--- src/trig_seq_pkg.sv ---
/*
 Shared constants of the trigger sequencer control block: register map,
 field positions, reset values and the command codes it understands.
 Assumes a 16-bit register word and a 125 MHz system clock.
*/
package trig_seq_pkg;
   // Register indices on the plain register port
   localparam logic [2:0] ADDR_CTRL_STATUS = 3'h0;
   localparam logic [2:0] ADDR_STEP_DELAY  = 3'h1;
   localparam logic [2:0] ADDR_LOOP_CNT0   = 3'h2;
   localparam logic [2:0] ADDR_TIMER0      = 3'h3;
   localparam logic [2:0] ADDR_PULSE_WIDTH = 3'h4;
   localparam logic [2:0] ADDR_WDOG_LIMIT  = 3'h5;
   localparam logic [2:0] ADDR_TRIG_LEVEL  = 3'h6;

   // Control/status field positions
   localparam int BIT_ENABLE     = 15;
   localparam int BIT_IDLE_STOP  = 13;
   localparam int BIT_TOGGLE     = 12;
   localparam int BIT_SW_TRIG    = 10;
   localparam int BIT_SSTEP      = 9;
   localparam int BIT_VISIBLE    = 8;
   localparam int BIT_START      = 7;
   localparam int BIT_WDOG_TO    = 6;
   localparam int BIT_WAIT_MODE1 = 1;
   localparam int BIT_WAIT_MODE0 = 0;

   // Writable positions; bits 14, 11 and 5..2 are unimplemented
   localparam logic [15:0] CTRL_WR_MASK = 16'hB783;
   localparam logic [15:0] CTRL_RESET   = 16'h0000;
   localparam logic [15:0] LIMIT_RESET  = 16'h0000;
   localparam logic [15:0] WDOG_RESET   = 16'h0FFF;

   // Command codes, upper nibble of a command word
   localparam logic [3:0] OP_CTRL_STEP  = 4'h0;
   localparam logic [3:0] OP_WAIT_HIGH  = 4'h1;
   localparam logic [3:0] OP_WAIT_LOW   = 4'h2;
   localparam logic [3:0] OP_TRIG_OUT   = 4'h3;
   localparam logic [3:0] OP_STEP_DELAY = 4'h4;
   localparam logic [3:0] OP_TIMER_WAIT = 4'h5;
   localparam logic [3:0] OP_LOOP_JUMP  = 4'h6;

   // Control step option waiting on the software trigger
   localparam logic [3:0] CTRL_OPT_SW_WAIT = 4'hA;

   localparam logic [3:0] CMD_ADDR_RESET = 4'h0;
endpackage

--- src/trig_out_cell.sv ---
/*
 One trigger output cell: toggles or pulses its line on each fire strobe.
 Assumes fire is a one-cycle strobe in the system clock domain.
*/
`timescale 1ns/10ps
`default_nettype none
module trig_out_cell #(
   parameter int PW_BITS = 4
) (
   input  wire logic               i_clk,
   input  wire logic               i_rst,
   input  wire logic               i_fire,
   input  wire logic               i_toggle_mode,
   input  wire logic [PW_BITS-1:0] i_pulse_width,
   output logic                    o_level
);
   logic [PW_BITS-1:0] remain;
   logic               level;
   logic [PW_BITS-1:0] next_remain;
   logic               next_level;
   wire                pulse_busy = (remain != '0);

   // Pulse width counts in cycles, a width field of 0 still yields one cycle
   always_comb begin
      next_remain = remain;
      next_level  = level;
      if (i_fire && i_toggle_mode) begin
         next_level  = ~level;
         next_remain = '0;
      end else if (i_fire) begin
         next_level  = 1'b1;
         next_remain = i_pulse_width;
      end else if (!i_toggle_mode && pulse_busy) begin
         next_remain = remain - 1'b1;
      end else if (!i_toggle_mode) begin
         next_level = 1'b0;
      end
   end

   always_ff @(posedge i_clk or posedge i_rst) begin
      if (i_rst) begin
         remain <= '0;
         level  <= 1'b0;
      end else begin
         remain <= next_remain;
         level  <= next_level;
      end
   end

   assign o_level = level;
endmodule
`default_nettype wire

--- src/trig_seq_ctrl.sv ---
/*
 Control and status of a trigger sequencer: register file, a small command
 interpreter over a command store, step delay, loop counter, timer,
 watchdog and trigger output cells.
 Assumes synchronous inputs, one 125 MHz clock and a master that never
 waits for the slave.
*/
// The address map and the strobed register port were left to the implementer.
`timescale 1ns/10ps
`default_nettype none
// How it works
// - The sequencer runs only while the enable bit is set.
// - With idle stop set, the sequencer halts while the device idles.
// - In toggle mode each trigger command inverts the selected output.
// - Otherwise each trigger command emits one pulse of the programmed width plus one cycle.
// - Writing one to the software trigger bit delivers a trigger event.
// - Writing zero to the software trigger bit does nothing.
// - Only the control step's software-wait option consumes the software trigger.
// - Single-step bit enters single-step mode; clearing it leaves it.
// - With visibility set, step delay, loop and timer limit reads return live counter or timer values.
// - With visibility clear, limit reads return last written limit values.
// - Setting start runs stored commands one after another continuously.
// - Clearing start stops command execution.
// - Hardware sets the watchdog time-out flag on expiry; resets to zero.
// - Wait-mode bits affect only the wait-high and wait-low commands.
// - Unimplemented control bits read zero and ignore writes.
module trig_seq_ctrl #(
   parameter int N_OUT   = 4,
   parameter int N_CMD   = 16,
   parameter int N_IN    = 4
) (
   input  wire logic             I_CLK,
   input  wire logic             I_SYS_RST,
   input  wire logic [2:0]       I_ADDR,
   input  wire logic [15:0]      I_WDATA,
   input  wire logic             I_WR,
   input  wire logic             I_RD,
   input  wire logic             I_CMD_WR,
   input  wire logic [3:0]       I_CMD_ADDR,
   input  wire logic [7:0]       I_CMD_DATA,
   input  wire logic             I_DEVICE_IDLE,
   input  wire logic [N_IN-1:0]  I_TRIG_IN,
   output logic      [15:0]      O_RDATA,
   output logic      [N_OUT-1:0] O_TRIG_OUT,
   output logic                  O_STEP_DONE,
   output logic                  O_BUSY
);
   // Gray codes around the fetch, exec, wait and hold loop
   typedef enum logic [2:0] {
      ST_IDLE  = 3'b000,
      ST_FETCH = 3'b001,
      ST_EXEC  = 3'b011,
      ST_WAIT  = 3'b111,
      ST_HOLD  = 3'b101
   } seq_state_t;

   logic [7:0]       cmd_mem [N_CMD];
   seq_state_t       state;
   seq_state_t       next_state;
   logic [15:0]      ctrl;
   logic [15:0]      step_delay_limit;
   logic [15:0]      loop_counter_limit;
   logic [15:0]      timer_limit;
   logic [3:0]       pulse_width_field;
   logic [15:0]      wdog_limit;
   logic [15:0]      step_delay_counter;
   logic [15:0]      loop_counter;
   logic [15:0]      timer;
   logic [15:0]      wdog_count;
   logic [3:0]       pc;
   logic [7:0]       cmd;
   logic             sw_trigger;
   logic             step_permit;
   logic [15:0]      rdata;
   logic [N_IN-1:0]  in_prev;

   wire wr_ctrl   = I_WR && (I_ADDR == trig_seq_pkg::ADDR_CTRL_STATUS);
   wire wr_sdl    = I_WR && (I_ADDR == trig_seq_pkg::ADDR_STEP_DELAY);
   wire wr_loop   = I_WR && (I_ADDR == trig_seq_pkg::ADDR_LOOP_CNT0);
   wire wr_tmr    = I_WR && (I_ADDR == trig_seq_pkg::ADDR_TIMER0);
   wire wr_pw     = I_WR && (I_ADDR == trig_seq_pkg::ADDR_PULSE_WIDTH);
   wire wr_wdog   = I_WR && (I_ADDR == trig_seq_pkg::ADDR_WDOG_LIMIT);

   wire enabled   = ctrl[trig_seq_pkg::BIT_ENABLE];
   wire idle_halt = ctrl[trig_seq_pkg::BIT_IDLE_STOP] && I_DEVICE_IDLE;
   wire toggle_md = ctrl[trig_seq_pkg::BIT_TOGGLE];
   wire sstep     = ctrl[trig_seq_pkg::BIT_SSTEP];
   wire visible   = ctrl[trig_seq_pkg::BIT_VISIBLE];
   wire started   = ctrl[trig_seq_pkg::BIT_START];
   wire [1:0] wait_mode = {ctrl[trig_seq_pkg::BIT_WAIT_MODE1],
                           ctrl[trig_seq_pkg::BIT_WAIT_MODE0]};
   // Halting freezes the step delay counter, loop counter, timer and watchdog, not only fetches
   wire running   = enabled && !idle_halt && started;
   // Single step: one command per software trigger, debug use only
   wire may_fetch = running && (!sstep || step_permit);

   wire [3:0] op     = cmd[7:4];
   wire [3:0] opt    = cmd[3:0];
   wire [1:0] in_sel = opt[1:0];
   wire in_now       = I_TRIG_IN[in_sel];
   wire in_was       = in_prev[in_sel];
   // Wait mode: 00/01 level, 10/11 edge; only wait commands look at it
   wire edge_mode    = wait_mode[1];
   wire high_met     = edge_mode ? (in_now && !in_was) : in_now;
   wire low_met      = edge_mode ? (!in_now && in_was) : !in_now;
   wire sw_wait_cmd  = (op == trig_seq_pkg::OP_CTRL_STEP) &&
                       (opt == trig_seq_pkg::CTRL_OPT_SW_WAIT);
   wire waitable     = (op == trig_seq_pkg::OP_WAIT_HIGH) ||
                       (op == trig_seq_pkg::OP_WAIT_LOW)  || sw_wait_cmd ||
                       (op == trig_seq_pkg::OP_STEP_DELAY) ||
                       (op == trig_seq_pkg::OP_TIMER_WAIT);
   wire wait_met     = (op == trig_seq_pkg::OP_WAIT_HIGH)  ? high_met :
                       (op == trig_seq_pkg::OP_WAIT_LOW)   ? low_met  :
                       (op == trig_seq_pkg::OP_STEP_DELAY) ?
                          (step_delay_counter >= step_delay_limit) :
                       (op == trig_seq_pkg::OP_TIMER_WAIT) ?
                          (timer >= timer_limit) :
                       sw_trigger;
   wire in_wait      = (state == ST_WAIT);
   wire wait_done    = running && in_wait && wait_met;
   wire consume_sw   = wait_done && sw_wait_cmd;
   wire fire         = running && (state == ST_EXEC) &&
                       (op == trig_seq_pkg::OP_TRIG_OUT);
   wire loop_take    = running && (state == ST_EXEC) &&
                       (op == trig_seq_pkg::OP_LOOP_JUMP) &&
                       (loop_counter < loop_counter_limit);
   wire loop_exit    = running && (state == ST_EXEC) &&
                       (op == trig_seq_pkg::OP_LOOP_JUMP) && !loop_take;
   wire step_end     = (running && (state == ST_EXEC) && !waitable) || wait_done;
   wire wdog_expire  = running && in_wait && !wait_met && (wdog_count >= wdog_limit);
   // Software write of zero clears the flag; hardware set wins the tie
   wire wdog_clr     = wr_ctrl && !I_WDATA[trig_seq_pkg::BIT_WDOG_TO];
   wire sw_set       = wr_ctrl && I_WDATA[trig_seq_pkg::BIT_SW_TRIG];

   // Halting holds the current step, so idle stop loses no command
   always_comb begin
      next_state = state;
      case (state)
         ST_IDLE:  if (may_fetch) next_state = ST_FETCH;
         ST_FETCH: begin
            if (!enabled || !started) next_state = ST_IDLE;
            else if (running) next_state = ST_EXEC;
         end
         ST_EXEC:  begin
            if (!enabled || !started) next_state = ST_IDLE;
            else if (idle_halt) next_state = ST_EXEC;
            else if (waitable) next_state = ST_WAIT;
            else next_state = ST_HOLD;
         end
         ST_WAIT:  begin
            if (!enabled || !started) next_state = ST_IDLE;
            else if (wdog_expire) next_state = ST_IDLE;
            else if (wait_done) next_state = ST_HOLD;
         end
         ST_HOLD:  begin
            if (!enabled || !started) next_state = ST_IDLE;
            else if (may_fetch) next_state = ST_FETCH;
         end
         default:  next_state = ST_IDLE;
      endcase
   end

   // Control/status register; stopping also clears start on time-out
   always_ff @(posedge I_CLK or posedge I_SYS_RST) begin
      if (I_SYS_RST) begin
         ctrl <= trig_seq_pkg::CTRL_RESET;
      end else begin
         if (wr_ctrl) begin
            ctrl[trig_seq_pkg::BIT_ENABLE]     <= I_WDATA[trig_seq_pkg::BIT_ENABLE];
            ctrl[trig_seq_pkg::BIT_IDLE_STOP]  <= I_WDATA[trig_seq_pkg::BIT_IDLE_STOP];
            ctrl[trig_seq_pkg::BIT_TOGGLE]     <= I_WDATA[trig_seq_pkg::BIT_TOGGLE];
            ctrl[trig_seq_pkg::BIT_SSTEP]      <= I_WDATA[trig_seq_pkg::BIT_SSTEP];
            ctrl[trig_seq_pkg::BIT_VISIBLE]    <= I_WDATA[trig_seq_pkg::BIT_VISIBLE];
            ctrl[trig_seq_pkg::BIT_START]      <= I_WDATA[trig_seq_pkg::BIT_START];
            ctrl[trig_seq_pkg::BIT_WAIT_MODE1] <= I_WDATA[trig_seq_pkg::BIT_WAIT_MODE1];
            ctrl[trig_seq_pkg::BIT_WAIT_MODE0] <= I_WDATA[trig_seq_pkg::BIT_WAIT_MODE0];
         end
         if (wdog_expire) begin
            ctrl[trig_seq_pkg::BIT_WDOG_TO] <= 1'b1;
            ctrl[trig_seq_pkg::BIT_START]   <= 1'b0;
         end else if (wdog_clr) begin
            ctrl[trig_seq_pkg::BIT_WDOG_TO] <= 1'b0;
         end
         ctrl[14]  <= 1'b0;
         ctrl[11]  <= 1'b0;
         ctrl[10]  <= 1'b0;
         ctrl[5:2] <= 4'h0;
      end
   end

   // Software trigger pends until a software-wait step takes it
   always_ff @(posedge I_CLK or posedge I_SYS_RST) begin
      if (I_SYS_RST) begin
         sw_trigger  <= 1'b0;
         step_permit <= 1'b0;
      end else begin
         sw_trigger  <= sw_set || (sw_trigger && !consume_sw);
         step_permit <= sw_set || (step_permit && !(state == ST_FETCH));
      end
   end

   always_ff @(posedge I_CLK or posedge I_SYS_RST) begin
      if (I_SYS_RST) begin
         step_delay_limit   <= trig_seq_pkg::LIMIT_RESET;
         loop_counter_limit <= trig_seq_pkg::LIMIT_RESET;
         timer_limit        <= trig_seq_pkg::LIMIT_RESET;
         pulse_width_field  <= 4'h0;
         wdog_limit         <= trig_seq_pkg::WDOG_RESET;
      end else begin
         if (wr_sdl)  step_delay_limit   <= I_WDATA;
         if (wr_loop) loop_counter_limit <= I_WDATA;
         if (wr_tmr)  timer_limit        <= I_WDATA;
         if (wr_pw)   pulse_width_field  <= I_WDATA[3:0];
         if (wr_wdog) wdog_limit         <= I_WDATA;
      end
   end

   // Command store; software should load it while the sequencer is stopped
   always_ff @(posedge I_CLK) begin
      if (I_CMD_WR) cmd_mem[I_CMD_ADDR] <= I_CMD_DATA;
   end

   always_ff @(posedge I_CLK or posedge I_SYS_RST) begin
      if (I_SYS_RST) begin
         state <= ST_IDLE;
         pc    <= trig_seq_pkg::CMD_ADDR_RESET;
         cmd   <= 8'h00;
      end else begin
         state <= next_state;
         if (!enabled) pc <= trig_seq_pkg::CMD_ADDR_RESET;
         else if (running && state == ST_FETCH) begin
            cmd <= cmd_mem[pc];
            pc  <= pc + 4'h1;
         end else if (loop_take) pc <= opt;
      end
   end

   // Counters run only while the sequencer runs
   always_ff @(posedge I_CLK or posedge I_SYS_RST) begin
      if (I_SYS_RST) begin
         step_delay_counter <= 16'h0000;
         loop_counter       <= 16'h0000;
         timer              <= 16'h0000;
         wdog_count         <= 16'h0000;
         in_prev            <= '0;
      end else begin
         in_prev <= I_TRIG_IN;
         if (running && in_wait) wdog_count <= wdog_count + 16'h0001;
         else if (running) wdog_count <= 16'h0000;
         if (running && in_wait && op == trig_seq_pkg::OP_STEP_DELAY)
            step_delay_counter <= step_delay_counter + 16'h0001;
         else if (running) step_delay_counter <= 16'h0000;
         if (running && in_wait && op == trig_seq_pkg::OP_TIMER_WAIT)
            timer <= timer + 16'h0001;
         else if (running) timer <= 16'h0000;
         if (loop_take) loop_counter <= loop_counter + 16'h0001;
         else if (loop_exit || !enabled) loop_counter <= 16'h0000;
      end
   end

   genvar g;
   generate
      for (g = 0; g < N_OUT; g++) begin : g_out
         trig_out_cell #(.PW_BITS(4)) u_cell (
            .i_clk         (I_CLK),
            .i_rst         (I_SYS_RST),
            .i_fire        (fire && (opt[1:0] == 2'(g))),
            .i_toggle_mode (toggle_md),
            .i_pulse_width (pulse_width_field),
            .o_level       (O_TRIG_OUT[g])
         );
      end
   endgenerate

   // Read mux; step delay, loop and timer limit reads switch to live values under visibility
   wire [15:0] sdl_view  = visible ? step_delay_counter : step_delay_limit;
   wire [15:0] loop_view = visible ? loop_counter : loop_counter_limit;
   wire [15:0] tmr_view  = visible ? timer : timer_limit;
   // Unused control bits are held at zero in the register itself
   wire [15:0] rd_mux =
      (I_ADDR == trig_seq_pkg::ADDR_CTRL_STATUS) ? ctrl :
      (I_ADDR == trig_seq_pkg::ADDR_STEP_DELAY)  ? sdl_view :
      (I_ADDR == trig_seq_pkg::ADDR_LOOP_CNT0)   ? loop_view :
      (I_ADDR == trig_seq_pkg::ADDR_TIMER0)      ? tmr_view :
      (I_ADDR == trig_seq_pkg::ADDR_PULSE_WIDTH) ? {12'h000, pulse_width_field} :
      (I_ADDR == trig_seq_pkg::ADDR_WDOG_LIMIT)  ? wdog_limit :
      (I_ADDR == trig_seq_pkg::ADDR_TRIG_LEVEL)  ? {12'h000, O_TRIG_OUT[3:0]} :
      16'h0000;

   // Data outside a read cycle returns to zero
   always_ff @(posedge I_CLK or posedge I_SYS_RST) begin
      if (I_SYS_RST) rdata <= 16'h0000;
      else if (I_RD) rdata <= rd_mux;
      else rdata <= 16'h0000;
   end

   assign O_RDATA     = rdata;
   assign O_STEP_DONE = step_end;
   assign O_BUSY      = (state != ST_IDLE);
endmodule
`default_nettype wire

--- config.mk ---
export PLATFORM = sky130hd
export DESIGN_NAME = trig_seq_ctrl
export DESIGN_NICKNAME = d
export VERILOG_FILES = /design/src/trig_seq_pkg.sv /design/src/trig_out_cell.sv /design/src/trig_seq_ctrl.sv
export SDC_FILE = /design/constraint.sdc
export NUM_CORES = 1
export LEC_CHECK = 0
export BUFFER_PORTS_ARGS = -buffer_cell sky130_fd_sc_hd__buf_2
export CORE_MARGIN = 1
export CORE_UTILIZATION = 29
export DETAILED_ROUTE_END_ITERATION = 10
export HOLD_SLACK_MARGIN = 0.12
export PLACE_DENSITY_LB_ADDON = 0.3
export SYNTH_ARGS = -nofsm -noshare
export SYNTH_HDL_FRONTEND = slang
export SYNTH_HIERARCHICAL = 1
export SYNTH_SLANG_ARGS = --single-unit
--- constraint.sdc ---
create_clock -name I_CLK -period 15.5 [get_ports I_CLK]
set_input_delay 1.55 -clock I_CLK [delete_from_list [all_inputs] [get_ports I_CLK]]
set_output_delay 1.55 -clock I_CLK [all_outputs]
set_load 0.02 [all_outputs]
==> metrics.md, run 1 <==
| Metric | Value |
|---|---|
| Run status | `complete, no violations` |
| Number of cells upsized or downsized after cts | `0` |
| Share of final-layout standard cells stronger than drive strength 1 | `17.6%` |
| Clock sink count | `~330` |
| ANT nets after route | `0` |
| Buffers & Inverters on Critical Path | `2` |
| Synthesized netlist net count | `1,549` |
| Total leakage power | `roughly 7.7 nW` |
| Dominant cells by area after synthesis | `dfrtp_1 (28%), edfxtp_1 (23%), mux4_2 (6.0%)` |
| Via density | `just over 5` |
| Portion of the clock cycle consumed by the worst path in the final layout | `between 30 and 40%` |
| Count of mapped cells out of synthesis | `roughly 1,400` |
| Combined area of the multi-input logic cells | `7070 µm²` |
| Htree depth | `2` |
| Worst EP arrival | `roughly 3400 ps` |
| Standard-cell row count | `87` |
| Area of all placed cells without fillers | `18,900 µm²` |
| EDFF count, synth | `about 130` |
| Clock skew after layout | `between 30 and 40 ps` |
| Standard cell area after detailed placement | `~18,000 µm²` |
| CP Data Required Time | `roughly 14,000 ps` |
| Highest cell delay on the worst timing path | `between 500 and 600 ps` |
| Area overhead of the layout relative to synthesis | `14.8%` |
| Number of antenna repair diodes | `0` |
| Count of final setup violators | `0` |
| Initial core utilization | `around 30%` |
| Number of optimization iterations in the first detailed-route pass | `5` |
| Register bit total from synthesis | `326` |
| Number of cell instances on the worst register-to-register path | `8` |
| Number of fill cells in the layout | `about 5,600` |
| Overall track demand over capacity in global routing | `between 15 and 20%` |
| Final number of hold-violating endpoints | `0` |
| Cell taking the most area after synthesis | `dfrtp_1` |
| Top-area cell type share of the netlist area | `roughly 28%` |
| Relative slew slack | `22.1%` |
| Top flip-flop cell by instance count after synthesis | `dfrtp_1` |
| Cell with the largest stage delay on the worst path | `mux4_2` |
| Most numerous cell on the critical path | `buf_2` |
| Area of the core | `56,300 µm²` |
| Capturing point of the worst reg2reg path | `loop_counter[7]` |
| Critical path startpoint category | `primary input` |
| IO Count | `between 60 and 70` |
| Worst Path Class, Setup | `in2out` |
| Worst reg2reg setup slack | `12,240 ps` |
| Highest net fanout along the worst path | `3` |
| Y dimension of the die | `240 µm` |
| Min Clock Period, post-route | `between 4000 and 5000 ps` |
| Power density normalized to cell area | `between 100 and 150 nW/µm²` |
| Maximum clock frequency | `roughly 200 MHz` |
| Peak supply drop | `slightly below 0.00009 V` |
| Endpoint of the worst hold path | `step_permit` |
| Setup repair after global routing missed its margin | `false` |
| Most frequent cells in the layout | `dfrtp_1 (184), nand2_1 (134), o21ai_0 (133), edfxtp_1 (128), inv_1 (102)` |
| Final total negative setup slack | `0 ps` |
| Leading cell type in the layout, fill and taps excluded | `dfrtp_1` |
| Post-synthesis sequential area ratio | `53.4%` |
| Worst Slack Setup Final | `~11,000 ps` |
| CTS tree | `yes` |
| Async set or reset register ratio after synthesis | `between 60% and 70%` |
| HP Class | `reg2reg` |
| Number of global-route vias before repair | `around 11,000` |
| Crit path capture type | `primary output` |
| Clock latency reported for the late side of the worst-skew pair | `roughly 560 ps` |
| Hold Path Cell Cnt | `1` |
| Post-synth design cell area | `around 16,000 µm²` |
| Clock-pin slew reported for the worst setup and hold paths after clock tree synthesis | `approximately 60 ps` |
| Cell class contributing the biggest share of worst-path delay | `compound AO/OA/AOI/OAI gates` |
| Synth Area per Inst | `around 11 µm²` |
| First-pass GRT wire length | `between 60,000 and 70,000 µm` |
| HPWL after DPL | `slightly above 30,000 µm` |
| Worst Setup Slack post-DPL | `10,540 ps` |
| Average wire length per cell after detail routing | `19.2 µm` |
| Root buffer cell | `clkbuf_16` |
| Startpoint of the lowest-slack register-to-register path | `loop_counter[6]` |
| Die width | `approximately 240 µm` |
| Pin count of the biggest net entering global routing | `between 100 and 150` |
| Slew of the pin with the lowest slew margin | `about 1200 ps` |
| Initial antenna violation count | `0` |
| Buffers from clock root to sink, at most | `3` |
| Synth warnings | `6` |
| Clock buffer count from CTS | `39` |
| Crit-path cells | `buf_2 -> mux4_2 -> a2111oi_0 -> a31oi_1 -> and2_1 -> o2bb2ai_1 -> buf_2` |
| Total vias in the final route | `roughly 12,000` |
| Routability congestion estimate from global placement | `between 0.8 and 0.9` |
| Distinct cells, synth | `roughly 70` |
| Area used by sequential logic in the layout | `about 8800 µm²` |
| DRC violations left | `0` |
| Final number of max-transition violations | `0` |
| Post-CTS setup buffers | `0` |
| Detailed Route WL | `between 40,000 and 50,000 µm` |
| First-iteration detailed-routing DRC count | `approximately 850` |
| Hold_sp | `step_permit` |
| Number of violations of the max-capacitance limit | `0` |
| Post-cts hold buffer count | `0` |
| Port Buffers | `62` |
| Final net count | `between 1,500 and 2,000` |
| Gr ovfl total | `0` |
| Floorplan die area | `slightly below 60,000 µm²` |
==> metal layers <==
metal / global-route usage, % / wire length (µm)
met5: 0 / 0
met4: 5.08 / 1170
met3: 2.58 / 2010
met2: 24.6 / 20400
met1: 21.2 / 20200
==> cell type report <==
type	count	area share [%]
clock inverters	16	0.872
well taps	756	5.00
multi-input cells	946	37.3
inverters	104	2.10
clock buffers	54	5.99
flip-flops and latches	326	46.6
repair buffers	75	2.15
==> worst max path at each step <==
stage | startpoint | end | slack, ps | depth (start not counted)
CTS | I_TRIG_IN[3] | O_STEP_DONE | 10520 | 7
global placement | I_TRIG_IN[3] | O_STEP_DONE | 10580 | 7
global route | I_TRIG_IN[3] | O_STEP_DONE | 10440 | 7
detailed placement | I_TRIG_IN[3] | O_STEP_DONE | 10540 | 7
finish | I_TRIG_IN[3] | O_STEP_DONE | 10510 | 7
floorplan | I_SYS_RST | O_RDATA[0] | 9140 | 1
==> synth_stat cells (8+ instances only) <==
cell and number:
mux4_2 44, a211oi_1 13, a21oi_1 58, clkbuf_1 46
mux2_2 49, inv_1 103, xnor2_1 8, a22o_1 12
nand3_1 31, o21ai_0 133, nand4_1 22, nor2_1 90
edfxtp_1 128, nor3_1 23, a31oi_1 15, a211o_1 14
ha_1 72, nand2_1 134, mux2i_1 47, nor2b_1 8
dfstp_2 12, xor2_1 16, buf_2 9, a21o_1 13
nor4_1 10, dfrtp_1 186, nand2b_1 9, and3_1 27
==> sequential cells by signal (all words and copies together), names as in the netlist <==
name and cells:
timer_limit 16, g_out.u_cell/remain 16, cmd_mem 128, cmd 8, pc 4, wdog_limit 16
g_out.u_cell/o_level 4, state 3, in_prev 4, ctrl 9, pulse_width_field 4, sw_trigger 1
step_delay_counter 16, loop_counter_limit 16, step_delay_limit 16, timer 16, wdog_count 16, step_permit 1
loop_counter 16, O_RDATA 16
==> logic make-up after synthesis <==
| kind of cell | share of synthesized area (%) |
|---|---|
| muxes | 12.2 |
| DFF | 53.4 |
| AOI/OAI and AO/OA | 11.6 |
| xor gates and xnor gates | 1.27 |
| adders and majority gates | 5.46 |
| buffers and inverters | 3.85 |
| and+or+nand+nor | 12.2 |
==> per-stage QoR <==
step	cells	util [%]	power, mW	hold slack [ps]
final	2277	33.6	2.41	510
after global routing	2277	33.6	2.53	530
after CTS	2277	33.6	2.44	508
after detailed placement	2207	31.3	1.51	494
after global placement	2207	31.3	1.49	494
after floorplan	1436	-	1.36	451
==> power breakdown <==
group / leakage, nW / total (mW) / internal [mW] / switching [mW]
registers: 3.69 / 1.07 / 0.990 / 0.0811
clock network: 0.635 / 0.925 / 0.548 / 0.377
logic: 3.39 / 0.418 / 0.174 / 0.244
(Power assumes the default switching activity.)
==> run 2, diff against run 1 <==
==> constraint.sdc (replaced) <==
create_clock -name I_CLK -period 5.17 [get_ports I_CLK]
set_input_delay 0.517 -clock I_CLK [delete_from_list [all_inputs] [get_ports I_CLK]]
set_output_delay 0.517 -clock I_CLK [all_outputs]
set_load 0.02 [all_outputs]
==> metrics.md, run 2 (synthesis gave the netlist of run 1 again) <==
| Metric | Value |
|---|---|
| Run status | `complete, no violations` |
| Average wire length per cell after detail routing | `between 15 and 20 µm` |
| Power density normalized to cell area | `approximately 370 nW/µm²` |
| Post-CTS setup buffers | `0` |
| Via density | `approximately 5` |
| Clock latency reported for the late side of the worst-skew pair | `570 ps` |
| Critical path startpoint category | `flip-flop` |
| Max FFs per register | `between 100 and 150` |
| Area overhead of the layout relative to synthesis | `14.8%` |
| Number of fill cells in the layout | `5,616` |
| Buffers from clock root to sink, at most | `3` |
| Htree depth | `2` |
| Area of the core | `between 50,000 and 60,000 µm²` |
| First-pass GRT wire length | `approximately 69,000 µm` |
| Combined area of the multi-input logic cells | `just over 7000 µm²` |
| Y dimension of the die | `240 µm` |
| Initial core utilization | `between 20% and 30%` |
| Worst Setup Slack post-DPL | `between 2000 and 2500 ps` |
| Total power of the final layout | `7.09 mW` |
| Min Clock Period, post-route | `about 3600 ps` |
| Crit path capture type | `primary output` |
| Overall track demand over capacity in global routing | `between 10% and 20%` |
| Detailed Route WL | `roughly 44,000 µm` |
| CTS tree | `yes` |
| Initial antenna violation count | `1` |
| Root buffer cell | `clkbuf_16` |
| CP Data Required Time | `between 4000 and 5000 ps` |
| Routability congestion estimate from global placement | `between 0.8 and 0.9` |
| Setup repair after global routing missed its margin | `false` |
| Worst Slack Setup Final | `about 1600 ps` |
| Clock buffer count from CTS | `39` |
| Floorplan die area | `slightly below 60,000 µm²` |
| Register containing the most flip-flops in the final layout | `cmd_mem` |
| Number of optimization iterations in the first detailed-route pass | `5` |
| Worst EP arrival | `just over 3000 ps` |
| Number of violations of the max-capacitance limit | `0` |
| Clock sink count | `around 330` |
| Total leakage power | `about 7.7 nW` |
| Final number of max-transition violations | `0` |
| Final net count | `1,616` |
| Most frequent cells in the layout | `dfrtp_1 (184), nand2_1 (134), o21ai_0 (133), edfxtp_1 (128), inv_1 (102)` |
| Pin count of the biggest net entering global routing | `134` |
| Clock-pin slew reported for the worst setup and hold paths after clock tree synthesis | `roughly 60 ps` |
| Number of global-route vias before repair | `11,438` |
| Port Buffers | `62` |
| Portion of the clock cycle consumed by the worst path in the final layout | `between 60% and 70%` |
| Number of cells upsized or downsized after cts | `0` |
| Final total negative setup slack | `0 ps` |
| First-iteration detailed-routing DRC count | `slightly below 800` |
| DRC violations left | `0` |
| Area used by sequential logic in the layout | `roughly 8800 µm²` |
| Count of final setup violators | `0` |
| Gr ovfl total | `0` |
| Relative slew slack | `12.0%` |
| Post-cts hold buffer count | `5` |
| Peak supply drop | `0.000273 V` |
| HPWL after DPL | `31,400 µm` |
| Number of antenna repair diodes | `0` |
| Standard-cell row count | `87` |
| Post-route worst hold slack | `277 ps` |
| Die width | `around 240 µm` |
| Slew of the pin with the lowest slew margin | `between 1000 and 1500 ps` |
| ANT nets after route | `0` |
| Clock skew after layout | `between 20 and 25 ps` |
| Total vias in the final route | `between 10,000 and 15,000` |
| Final number of hold-violating endpoints | `0` |
| IO Count | `63` |
| Maximum clock frequency | `278 MHz` |
| Share of final-layout standard cells stronger than drive strength 1 | `17.2%` |
| Highest net fanout along the worst path | `7` |
| Worst Path Class, Setup | `reg2out` |
| Leading cell type in the layout, fill and taps excluded | `dfrtp_1` |
| HP Class | `in2reg` |
run 2: worst paths after layout:
check | slack, ps | cells past startpoint | startpoint | end
max | 1580 | 6 | cmd[1] | O_STEP_DONE
min | 280 | 3 | I_WDATA[9] | step_delay_limit[9]
max reg2reg | 2000 | 8 | loop_counter[6] | loop_counter[15]
min reg2reg | 480 | 1 | ctrl[6] | ctrl[6]
max in group asynchronous | 3650 | 4 | I_SYS_RST | ctrl[8]
min in group asynchronous | 490 | 3 | I_SYS_RST | g_out[3].u_cell/o_level
run 2: final cells by class:
class	count	share of cell area, %
Multi-Input combinational cell	946	37.3
Clock buffer	55	5.69
Tap cell	756	5.00
Inverter	104	2.08
Clock inverter	14	0.588
Sequential cell	326	46.6
Timing Repair Buffer	86	2.72
run 2: power by group:
| part | internal, mW | switching (mW) | leakage (nW) |
|---|---|---|---|
| sequential | 2.97 | 0.284 | 3.69 |
| combinational | 0.532 | 0.696 | 3.43 |
| clock | 1.50 | 1.10 | 0.578 |
run 2: through the flow:
stage / instances / area (µm²) / utilization (%)
final: 2287 / 18900 / 33.6
after global routing: 2287 / 18900 / 33.6
after CTS: 2287 / 18900 / 33.6
after detailed placement: 2213 / 17700 / 31.4
after global placement: 2213 / 17700 / 31.4
after floorplan: 1436 / 16500 / -
run 2: per-layer routing:
metal	part of all wire, %	routed length [µm]	GRT usage, %
met2	46	20400	25.0
met5	0.029	13	0
met3	4.2	1860	2.49
met1	46	20500	21.4
met4	3.1	1390	5.73
run 2: worst max-delay path, stage by stage (launching register included):
cell and delay [ps]:
dfrtp_1 520, inv_1 150, nor4b_1 690, nor4_1 90, o311ai_0 630, o2bb2ai_1 230
buf_2 210
